`config.mk`:
```
export PLATFORM = sky130hd
export DESIGN_NAME = rxpsc_top
export DESIGN_NICKNAME = d
export VERILOG_FILES = /design/src/rxpsc_fifo.sv /design/src/rxpsc_pkg.sv /design/src/rxpsc_top.sv
export SDC_FILE = /design/constraint.sdc
export NUM_CORES = 1
export LEC_CHECK = 0
export BUFFER_PORTS_ARGS = -buffer_cell sky130_fd_sc_hd__buf_2
export CORE_UTILIZATION = 55
export DETAILED_ROUTE_END_ITERATION = 7
export PLACE_DENSITY = 0.8
export REMOVE_ABC_BUFFERS = 1
export SYNTH_ARGS = -nofsm -noshare
export SYNTH_HDL_FRONTEND = slang
export SYNTH_HIERARCHICAL = 1
export SYNTH_SLANG_ARGS = --single-unit
```
`constraint.sdc`:
```
create_clock -name clk -period 2.6 [get_ports clk]
set_input_delay 0.13 -clock clk [delete_from_list [all_inputs] [get_ports clk]]
set_output_delay 0.13 -clock clk [all_outputs]
set_load 0.01 [all_outputs]
```
`src/rxpsc_fifo.sv`:
```
// rxpsc_fifo: the sample fifo module sits beside rxpsc_top in its file
// assumes rxpsc_top.sv is read as well; this file holds no logic

```
`src/rxpsc_pkg.sv`:
```
// rxpsc_pkg: constants for the receiver start-up and squelch controller
// assumes a 100 MHz system clock; nothing outside relies upon its order
package rxpsc_pkg;
	// ----------------------------------------------------------------
	// clock and timing
	// ----------------------------------------------------------------
	localparam int CLK_MHZ = 100;
	localparam int CHANNEL_CHANGE_TIME_US = 1500;
	localparam int WAKE_FROM_POWERDOWN_TIME_US = 3000;
	localparam int WAKE_FROM_SUPPLY_TIME_US = 7000;
	localparam int MAX_TRANSITION_GAP_US = 20000;
	// each time converts exactly to whole cycles at CLK_MHZ
	localparam int CHANNEL_CHANGE_CYC = CHANNEL_CHANGE_TIME_US * CLK_MHZ;
	localparam int WAKE_PD_CYC = WAKE_FROM_POWERDOWN_TIME_US * CLK_MHZ;
	localparam int WAKE_SUPPLY_CYC = WAKE_FROM_SUPPLY_TIME_US * CLK_MHZ;
	localparam int GAP_CYC = MAX_TRANSITION_GAP_US * CLK_MHZ;
	localparam int CNT_W = 24;
	// cycles kept back from each settle for the buffer and output stage
	localparam int BUF_LAT = 4;
	// ----------------------------------------------------------------
	// levels and sizes
	// ----------------------------------------------------------------
	localparam int CHAN_W = 3;
	localparam int FIFO_DEPTH = 8;
	localparam logic IDLE_LEVEL = 1'b1;
	localparam logic [CHAN_W-1:0] CHAN_RST = 3'h0;
	// ----------------------------------------------------------------
	// sequencer states, gray along off -> program -> settle -> run
	// ----------------------------------------------------------------
	typedef enum logic [1:0] {
		RXPSC_OFF = 2'h0,
		RXPSC_PROG = 2'h1,
		RXPSC_SETTLE = 2'h3,
		RXPSC_RUN = 2'h2
	} rxpsc_state_t;
endpackage

```
`src/rxpsc_top.sv`:
```
// rxpsc_top: power-down, start-up sequencing and data squelch of a receiver
// assumes all pins are synchronous to clk; the demodulator lives outside
`timescale 1ns/1ps
module rxpsc_top #(
	parameter int WAKE_SUPPLY_CYC = rxpsc_pkg::WAKE_SUPPLY_CYC,
	parameter int WAKE_PD_CYC = rxpsc_pkg::WAKE_PD_CYC,
	parameter int CHANGE_CYC = rxpsc_pkg::CHANNEL_CHANGE_CYC,
	parameter int GAP_CYC = rxpsc_pkg::GAP_CYC,
	parameter int DEPTH = rxpsc_pkg::FIFO_DEPTH
) (
	input wire logic clk,
	input wire logic rst_b,
	input wire logic power_down_n,
	input wire logic chan_sel_bit0,
	input wire logic chan_sel_bit1,
	input wire logic chan_sel_bit2,
	input wire logic sel_mode,
	input wire logic demod_valid,
	input wire logic demod_bit,
	input wire logic signal_ok,
	output logic demod_ready,
	output logic data_out,
	output logic synth_load,
	output logic [rxpsc_pkg::CHAN_W-1:0] synth_chan,
	output logic serial_mode,
	output logic rx_enable,
	output logic gap_fault
);
	localparam int CW = rxpsc_pkg::CNT_W;
	rxpsc_pkg::rxpsc_state_t st_r, st_nxt;
	logic [CW-1:0] cnt_r, cnt_nxt;
	logic [rxpsc_pkg::CHAN_W-1:0] chan_r, chan_nxt, pins;
	logic cold_r, cold_nxt;
	logic load_r, load_nxt, mode_r, mode_nxt, en_r, en_nxt;
	logic dout_r, dout_nxt;
	logic [CW-1:0] gap_r, gap_nxt;
	logic last_r, last_nxt, gfault_r, gfault_nxt;
	logic f_valid, f_data, f_pop, run, live;

	// ----------------------------------------------------------------
	// data buffer
	// ----------------------------------------------------------------
	// samples only enter while running; flushing at exit drops stale bits
	rxpsc_fifo #(.WIDTH(1), .DEPTH(DEPTH)) u_fifo (
		.clk(clk),
		.rst_b(rst_b),
		.flush(!run),
		.in_valid(demod_valid && run),
		.in_ready(demod_ready),
		.in_data(demod_bit),
		.out_valid(f_valid),
		.out_ready(f_pop),
		.out_data(f_data)
	);

	// ----------------------------------------------------------------
	// start-up sequencer
	// ----------------------------------------------------------------
	always_comb begin
		pins = {chan_sel_bit2, chan_sel_bit1, chan_sel_bit0};
		run = st_r == rxpsc_pkg::RXPSC_RUN;
		st_nxt = st_r;
		cnt_nxt = cnt_r;
		chan_nxt = chan_r;
		cold_nxt = cold_r;
		mode_nxt = mode_r;
		load_nxt = 1'b0;
		en_nxt = 1'b1;
		case (st_r)
			rxpsc_pkg::RXPSC_OFF: begin
				en_nxt = 1'b0;
				// an undriven pin reads high through the pull-up, so wakes
				if (power_down_n) begin
					st_nxt = rxpsc_pkg::RXPSC_PROG;
				end
			end
			rxpsc_pkg::RXPSC_PROG: begin
				chan_nxt = pins;
				mode_nxt = sel_mode;
				load_nxt = 1'b1;
				// settle budget leaves a few cycles for buffer latency
				cnt_nxt = CW'(cold_r ? WAKE_SUPPLY_CYC : WAKE_PD_CYC)
					- CW'(DEPTH + rxpsc_pkg::BUF_LAT);
				st_nxt = rxpsc_pkg::RXPSC_SETTLE;
			end
			rxpsc_pkg::RXPSC_SETTLE: begin
				if (cnt_r == '0) begin
					st_nxt = rxpsc_pkg::RXPSC_RUN;
					cold_nxt = 1'b0;
				end else begin
					cnt_nxt = CW'(cnt_r - 1'b1);
				end
			end
			rxpsc_pkg::RXPSC_RUN: begin
				if (pins != chan_r) begin
					chan_nxt = pins;
					load_nxt = 1'b1;
					cnt_nxt = CW'(CHANGE_CYC)
						- CW'(DEPTH + rxpsc_pkg::BUF_LAT);
					st_nxt = rxpsc_pkg::RXPSC_SETTLE;
				end
			end
			default: st_nxt = rxpsc_pkg::RXPSC_OFF;
		endcase
		if (!power_down_n) begin
			st_nxt = rxpsc_pkg::RXPSC_OFF;
			en_nxt = 1'b0;
			load_nxt = 1'b0;
		end
	end

	always_ff @(posedge clk or negedge rst_b) begin
		if (!rst_b) begin
			st_r <= rxpsc_pkg::RXPSC_OFF;
			cnt_r <= '0;
			chan_r <= rxpsc_pkg::CHAN_RST;
			cold_r <= 1'b1;
			mode_r <= 1'b0;
			load_r <= 1'b0;
			en_r <= 1'b0;
		end else begin
			st_r <= st_nxt;
			cnt_r <= cnt_nxt;
			chan_r <= chan_nxt;
			cold_r <= cold_nxt;
			mode_r <= mode_nxt;
			load_r <= load_nxt;
			en_r <= en_nxt;
		end
	end

	// ----------------------------------------------------------------
	// squelch and output stage
	// ----------------------------------------------------------------
	// fifo always drains one bit a cycle: it never holds more than one bit, never stalls
	always_comb begin
		f_pop = 1'b1;
		// power-down squelches at the very edge it is seen, not one later
		live = run && signal_ok && power_down_n;
		dout_nxt = rxpsc_pkg::IDLE_LEVEL;
		if (live && f_valid) begin
			dout_nxt = f_data;
		end else if (live) begin
			dout_nxt = dout_r;
		end
		// long-run watch: the fault flag is a hint, it changes nothing
		last_nxt = dout_r;
		gap_nxt = (dout_r != last_r || !run || !signal_ok) ? '0 :
			(gap_r == CW'(GAP_CYC) ? gap_r : CW'(gap_r + 1'b1));
		gfault_nxt = run && signal_ok && (gap_r == CW'(GAP_CYC));
	end

	always_ff @(posedge clk or negedge rst_b) begin
		if (!rst_b) begin
			dout_r <= rxpsc_pkg::IDLE_LEVEL;
			last_r <= rxpsc_pkg::IDLE_LEVEL;
			gap_r <= '0;
			gfault_r <= 1'b0;
		end else begin
			dout_r <= dout_nxt;
			last_r <= last_nxt;
			gap_r <= gap_nxt;
			gfault_r <= gfault_nxt;
		end
	end

	always_comb begin
		data_out = dout_r;
		synth_load = load_r;
		synth_chan = chan_r;
		serial_mode = mode_r;
		rx_enable = en_r;
		gap_fault = gfault_r;
	end
endmodule

// ----------------------------------------------------------------
// rxpsc_fifo: small synchronous fifo for the sliced data samples
// ----------------------------------------------------------------
// one clock; flush empties it in one cycle
module rxpsc_fifo #(
	parameter int WIDTH = 1,
	parameter int DEPTH = 8
) (
	input wire logic clk,
	input wire logic rst_b,
	input wire logic flush,
	input wire logic in_valid,
	output logic in_ready,
	input wire logic [WIDTH-1:0] in_data,
	output logic out_valid,
	input wire logic out_ready,
	output logic [WIDTH-1:0] out_data
);
	localparam int AW = $clog2(DEPTH);
	logic [WIDTH-1:0] mem [DEPTH];
	logic [AW-1:0] wp_r, wp_nxt, rp_r, rp_nxt;
	logic [AW:0] cnt_r, cnt_nxt;
	logic push, pop;

	always_comb begin
		push = in_valid && in_ready;
		pop = out_valid && out_ready;
		in_ready = (cnt_r != (AW+1)'(DEPTH)) || pop;
		out_valid = cnt_r != '0;
		out_data = mem[rp_r];
		wp_nxt = push ? AW'(wp_r + 1'b1) : wp_r;
		rp_nxt = pop ? AW'(rp_r + 1'b1) : rp_r;
		cnt_nxt = (AW+1)'(cnt_r + push - pop);
		if (flush) begin
			wp_nxt = '0;
			rp_nxt = '0;
			cnt_nxt = '0;
		end
	end

	always_ff @(posedge clk or negedge rst_b) begin
		if (!rst_b) begin
			wp_r <= '0;
			rp_r <= '0;
			cnt_r <= '0;
		end else begin
			wp_r <= wp_nxt;
			rp_r <= rp_nxt;
			cnt_r <= cnt_nxt;
		end
	end

	always_ff @(posedge clk) begin
		if (push) begin
			mem[wp_r] <= in_data;
		end
	end
endmodule

```
==> reports/metrics.yaml <==
outcome:
  outcome: "finished clean"
route:
  wl_per_cell_um: 15.23
  num_vias: 3483
  vias_per_cell: 5.944
  post-route-drc-count: 0
  antenna_left: 0
  drt-total-wl_um: 8924
  drtIter0Drc: 327
  drt_pass1_iterations: 4
power:
  power_w: 0.002867
  p_per_area_nw_per_um2: 586.3
  peakVddDrop_mv: 0.4493
  cellLeakagePower_nw: 1.975
setup_path:
  start_kind: "flop"
  critPathLaunch: "cnt_r[0]"
  crit_required_ns: 2.88
  cp_cell_sequence: "inv_1 -> ha_1 -> or3b_1 -> or2_4 -> or3_4 -> or3_1 -> a21oi_1"
  worstPathMaxFanout: 7
  critical_path_depth: 7
  rrSetupSlack_ns: 0.24
  r2r_end: "cnt_r[20]"
  worst_path_dominant_cell_family: "simple AND/OR/NAND/NOR gates"
  r2r_cells: 7
  reg2reg_from: "cnt_r[0]"
  crit_end: "cnt_r[20]"
  crit_arrival_ns: 2.64
  cp_slowest_cell: "or3b_1"
  max_stage_delay_ns: 0.46
  worstSetupPathType: "reg2reg"
  endpoint_kind: "flop"
  path_buf_inv: 1
clocking:
  h-tree-depth: 3
  clockRootBuffer: "clkbuf_8"
  cts_tree: "yes"
  cts_made_buffers: 9
  cts_buffer_depth: 2
  clk_latency_ns: 0.35
  path_clk_slew_ns: 0.08
  cts.sinks: 78
  cts_setup_buffers: 0
die:
  die_width_um: 91.27
  rows: 32
  die-area_um2: 8330
  start_util_pct: 56.72
  ioPinCount: 19
  die_y_um: 91.27
  fp.coreArea_um2: 7727
timing:
  clock.fmax_mhz: 423.5
  hold_viol_final: 0
  period_needed_ns: 2.361
  drv_slew: 0
  worstMarginPinSlew_ns: 0.7596
  whs_ns: 0.01511
  min_period_over_period_pct: 90.82
  relSlewSlack_pct: 48.90
  finalSetupTns_ns: 0
  setup-violations-final: 0
  rsz0062_at_grt: "no"
  fin_worst_skew_ns: 0.008715
synthesis:
  ys_seq_area_share_pct: 45.53
  synth_cells: 449
  syn_area_um2: 4383
  yosysWarnings: 6
  avgSynthCellArea_um2: 9.762
  synth_enable_flop_cells: 8
  postSynth.asyncResetShare_pct: 89.74
  ys_types: 63
  ys_ff_latch: 78
  synth_flop_cell: "dfrtp_1"
layout:
  nets: 505
  n_antenna_cell: 0
  n_fill_cell: 638
  finalNonFillerCells: 586
  final_common_cell: "dfrtp_1"
  final_area_um2: 4890
  drive_gt1_share_pct: 14.88
  layout_common_cells: "67 x dfrtp_1, 40 x nor2_1, 36 x nand2_1"
  area_growth_pct: 11.56
grt:
  overflow: 0
  antenna_found_initial: 0
  grt_max_degree: 42
  grt_pass1_wl_um: 15560
  grt_pass1_vias: 3375
  grt_usage_pct: 23.63
hold_path:
  whs_path_depth: 2
  min_path_type: "in2reg"
placement:
  dp.cells: 568
  gp_congestion: 0.8647
  io_buffers: 18
  dpl_cell_area_um2: 4657
  dp_hpwl_um: 6293
run:
  max_cap_viol_count: 0
[stage by stage]
step,setup slack [ns],utilization (%)
after CTS,0.2426,63.28
after floorplan,-0.3215,-
after detailed placement,0.2531,60.27
after global placement,0.3456,60.27
final,0.2388,63.28
after global routing,0.06030,63.28
[Yosys cell counts (5+ instances only)]
cell / instances / area (µm²)
mux2i_1: 8 / 80.08
nor3_1: 17 / 85.08
nand2b_1: 9 / 56.30
nand4_1: 10 / 62.56
dfrtp_1: 67 / 1677
ha_1: 15 / 187.7
nor2b_1: 5 / 31.28
xor2_1: 17 / 148.9
nand2_1: 36 / 135.1
xnor2_1: 8 / 70.07
mux2_2: 6 / 67.56
or3_1: 8 / 50.05
o21ai_0: 14 / 70.07
nor4b_1: 7 / 61.31
clkbuf_1: 16 / 60.06
and2_1: 5 / 31.28
nor4_1: 19 / 118.9
nand3_1: 24 / 120.1
nor2_1: 40 / 150.1
edfxtp_1: 8 / 240.2
a21oi_1: 18 / 90.09
inv_1: 16 / 60.06
or4_1: 6 / 45.04
[worst min path at each step]
stage,from,to
final,sel_mode,serial_mode
after global routing,sel_mode,serial_mode
after CTS,sel_mode,serial_mode
after detailed placement,rst_b,gap_r[14]
after global placement,rst_b,gap_r[13]
after floorplan,rst_b,cnt_r[0]
[flip-flops by register name, summed over array words and instances, names as in the netlist]
signal        count
rx_enable         1
u_fifo/mem        8
u_fifo/rp_r       3
u_fifo/wp_r       3
serial_mode       1
synth_load        1
data_out          1
last_r            1
cold_r            1
st_r              2
synth_chan        3
gap_fault         1
gap_r            24
cnt_r            24
u_fifo/cnt_r      4
[repair_timing]
action,in CTS,in global routing
gates resized for setup,0,0
hold buffers,2,0
endpoints found under the setup margin,0,0
hold endpoints to repair,29,0
[routing by layer]
metal  global-route usage, %  vias to the layer above  routed length (µm)
met3                   3.853                       14                 506
met5                       0                        -                   0
li1                        -                     1713                   -
met1                   32.23                     1670                4050
met4                   11.11                        0                 139
met2                   36.99                       86                4229
[report_power, final]
part | internal, W | switching, W | leakage (nW)
Combinational | 0.000191 | 0.000277 | 0.878
Sequential | 0.00131 | 0.000106 | 0.984
Clock | 0.000535 | 0.000449 | 0.113
Total | 0.00203 | 0.000832 | 1.97
[area by class of cell]
class / count / area, µm² / area share, %
clock buffer: 9 / 123.9 / 2.533
clock inverter: 7 / 88.84 / 1.817
inverter: 16 / 60.06 / 1.228
multi-input combinational: 338 / 2251 / 46.03
sequential: 78 / 1996 / 40.81
tap: 102 / 127.6 / 2.610
timing repair buffer: 36 / 242.7 / 4.964
[logic make-up (layout without fill, tap and decap cells)]
group / Yosys count / in the layout / share of synthesized area [%]
buffers and inverters: 37 / 68 / 3.454
AND/OR/NAND/NOR: 210 / 210 / 26.41
multiplexers: 16 / 16 / 4.396
XOR/XNOR: 25 / 25 / 4.996
adder cells (fa/ha/maj): 16 / 16 / 4.739
flip-flops: 78 / 78 / 45.53
other: 1 / 5 / 0.08556
AO/OA/AOI/OAI: 66 / 66 / 10.39
Note: power is estimated with default switching activity, not from simulation.
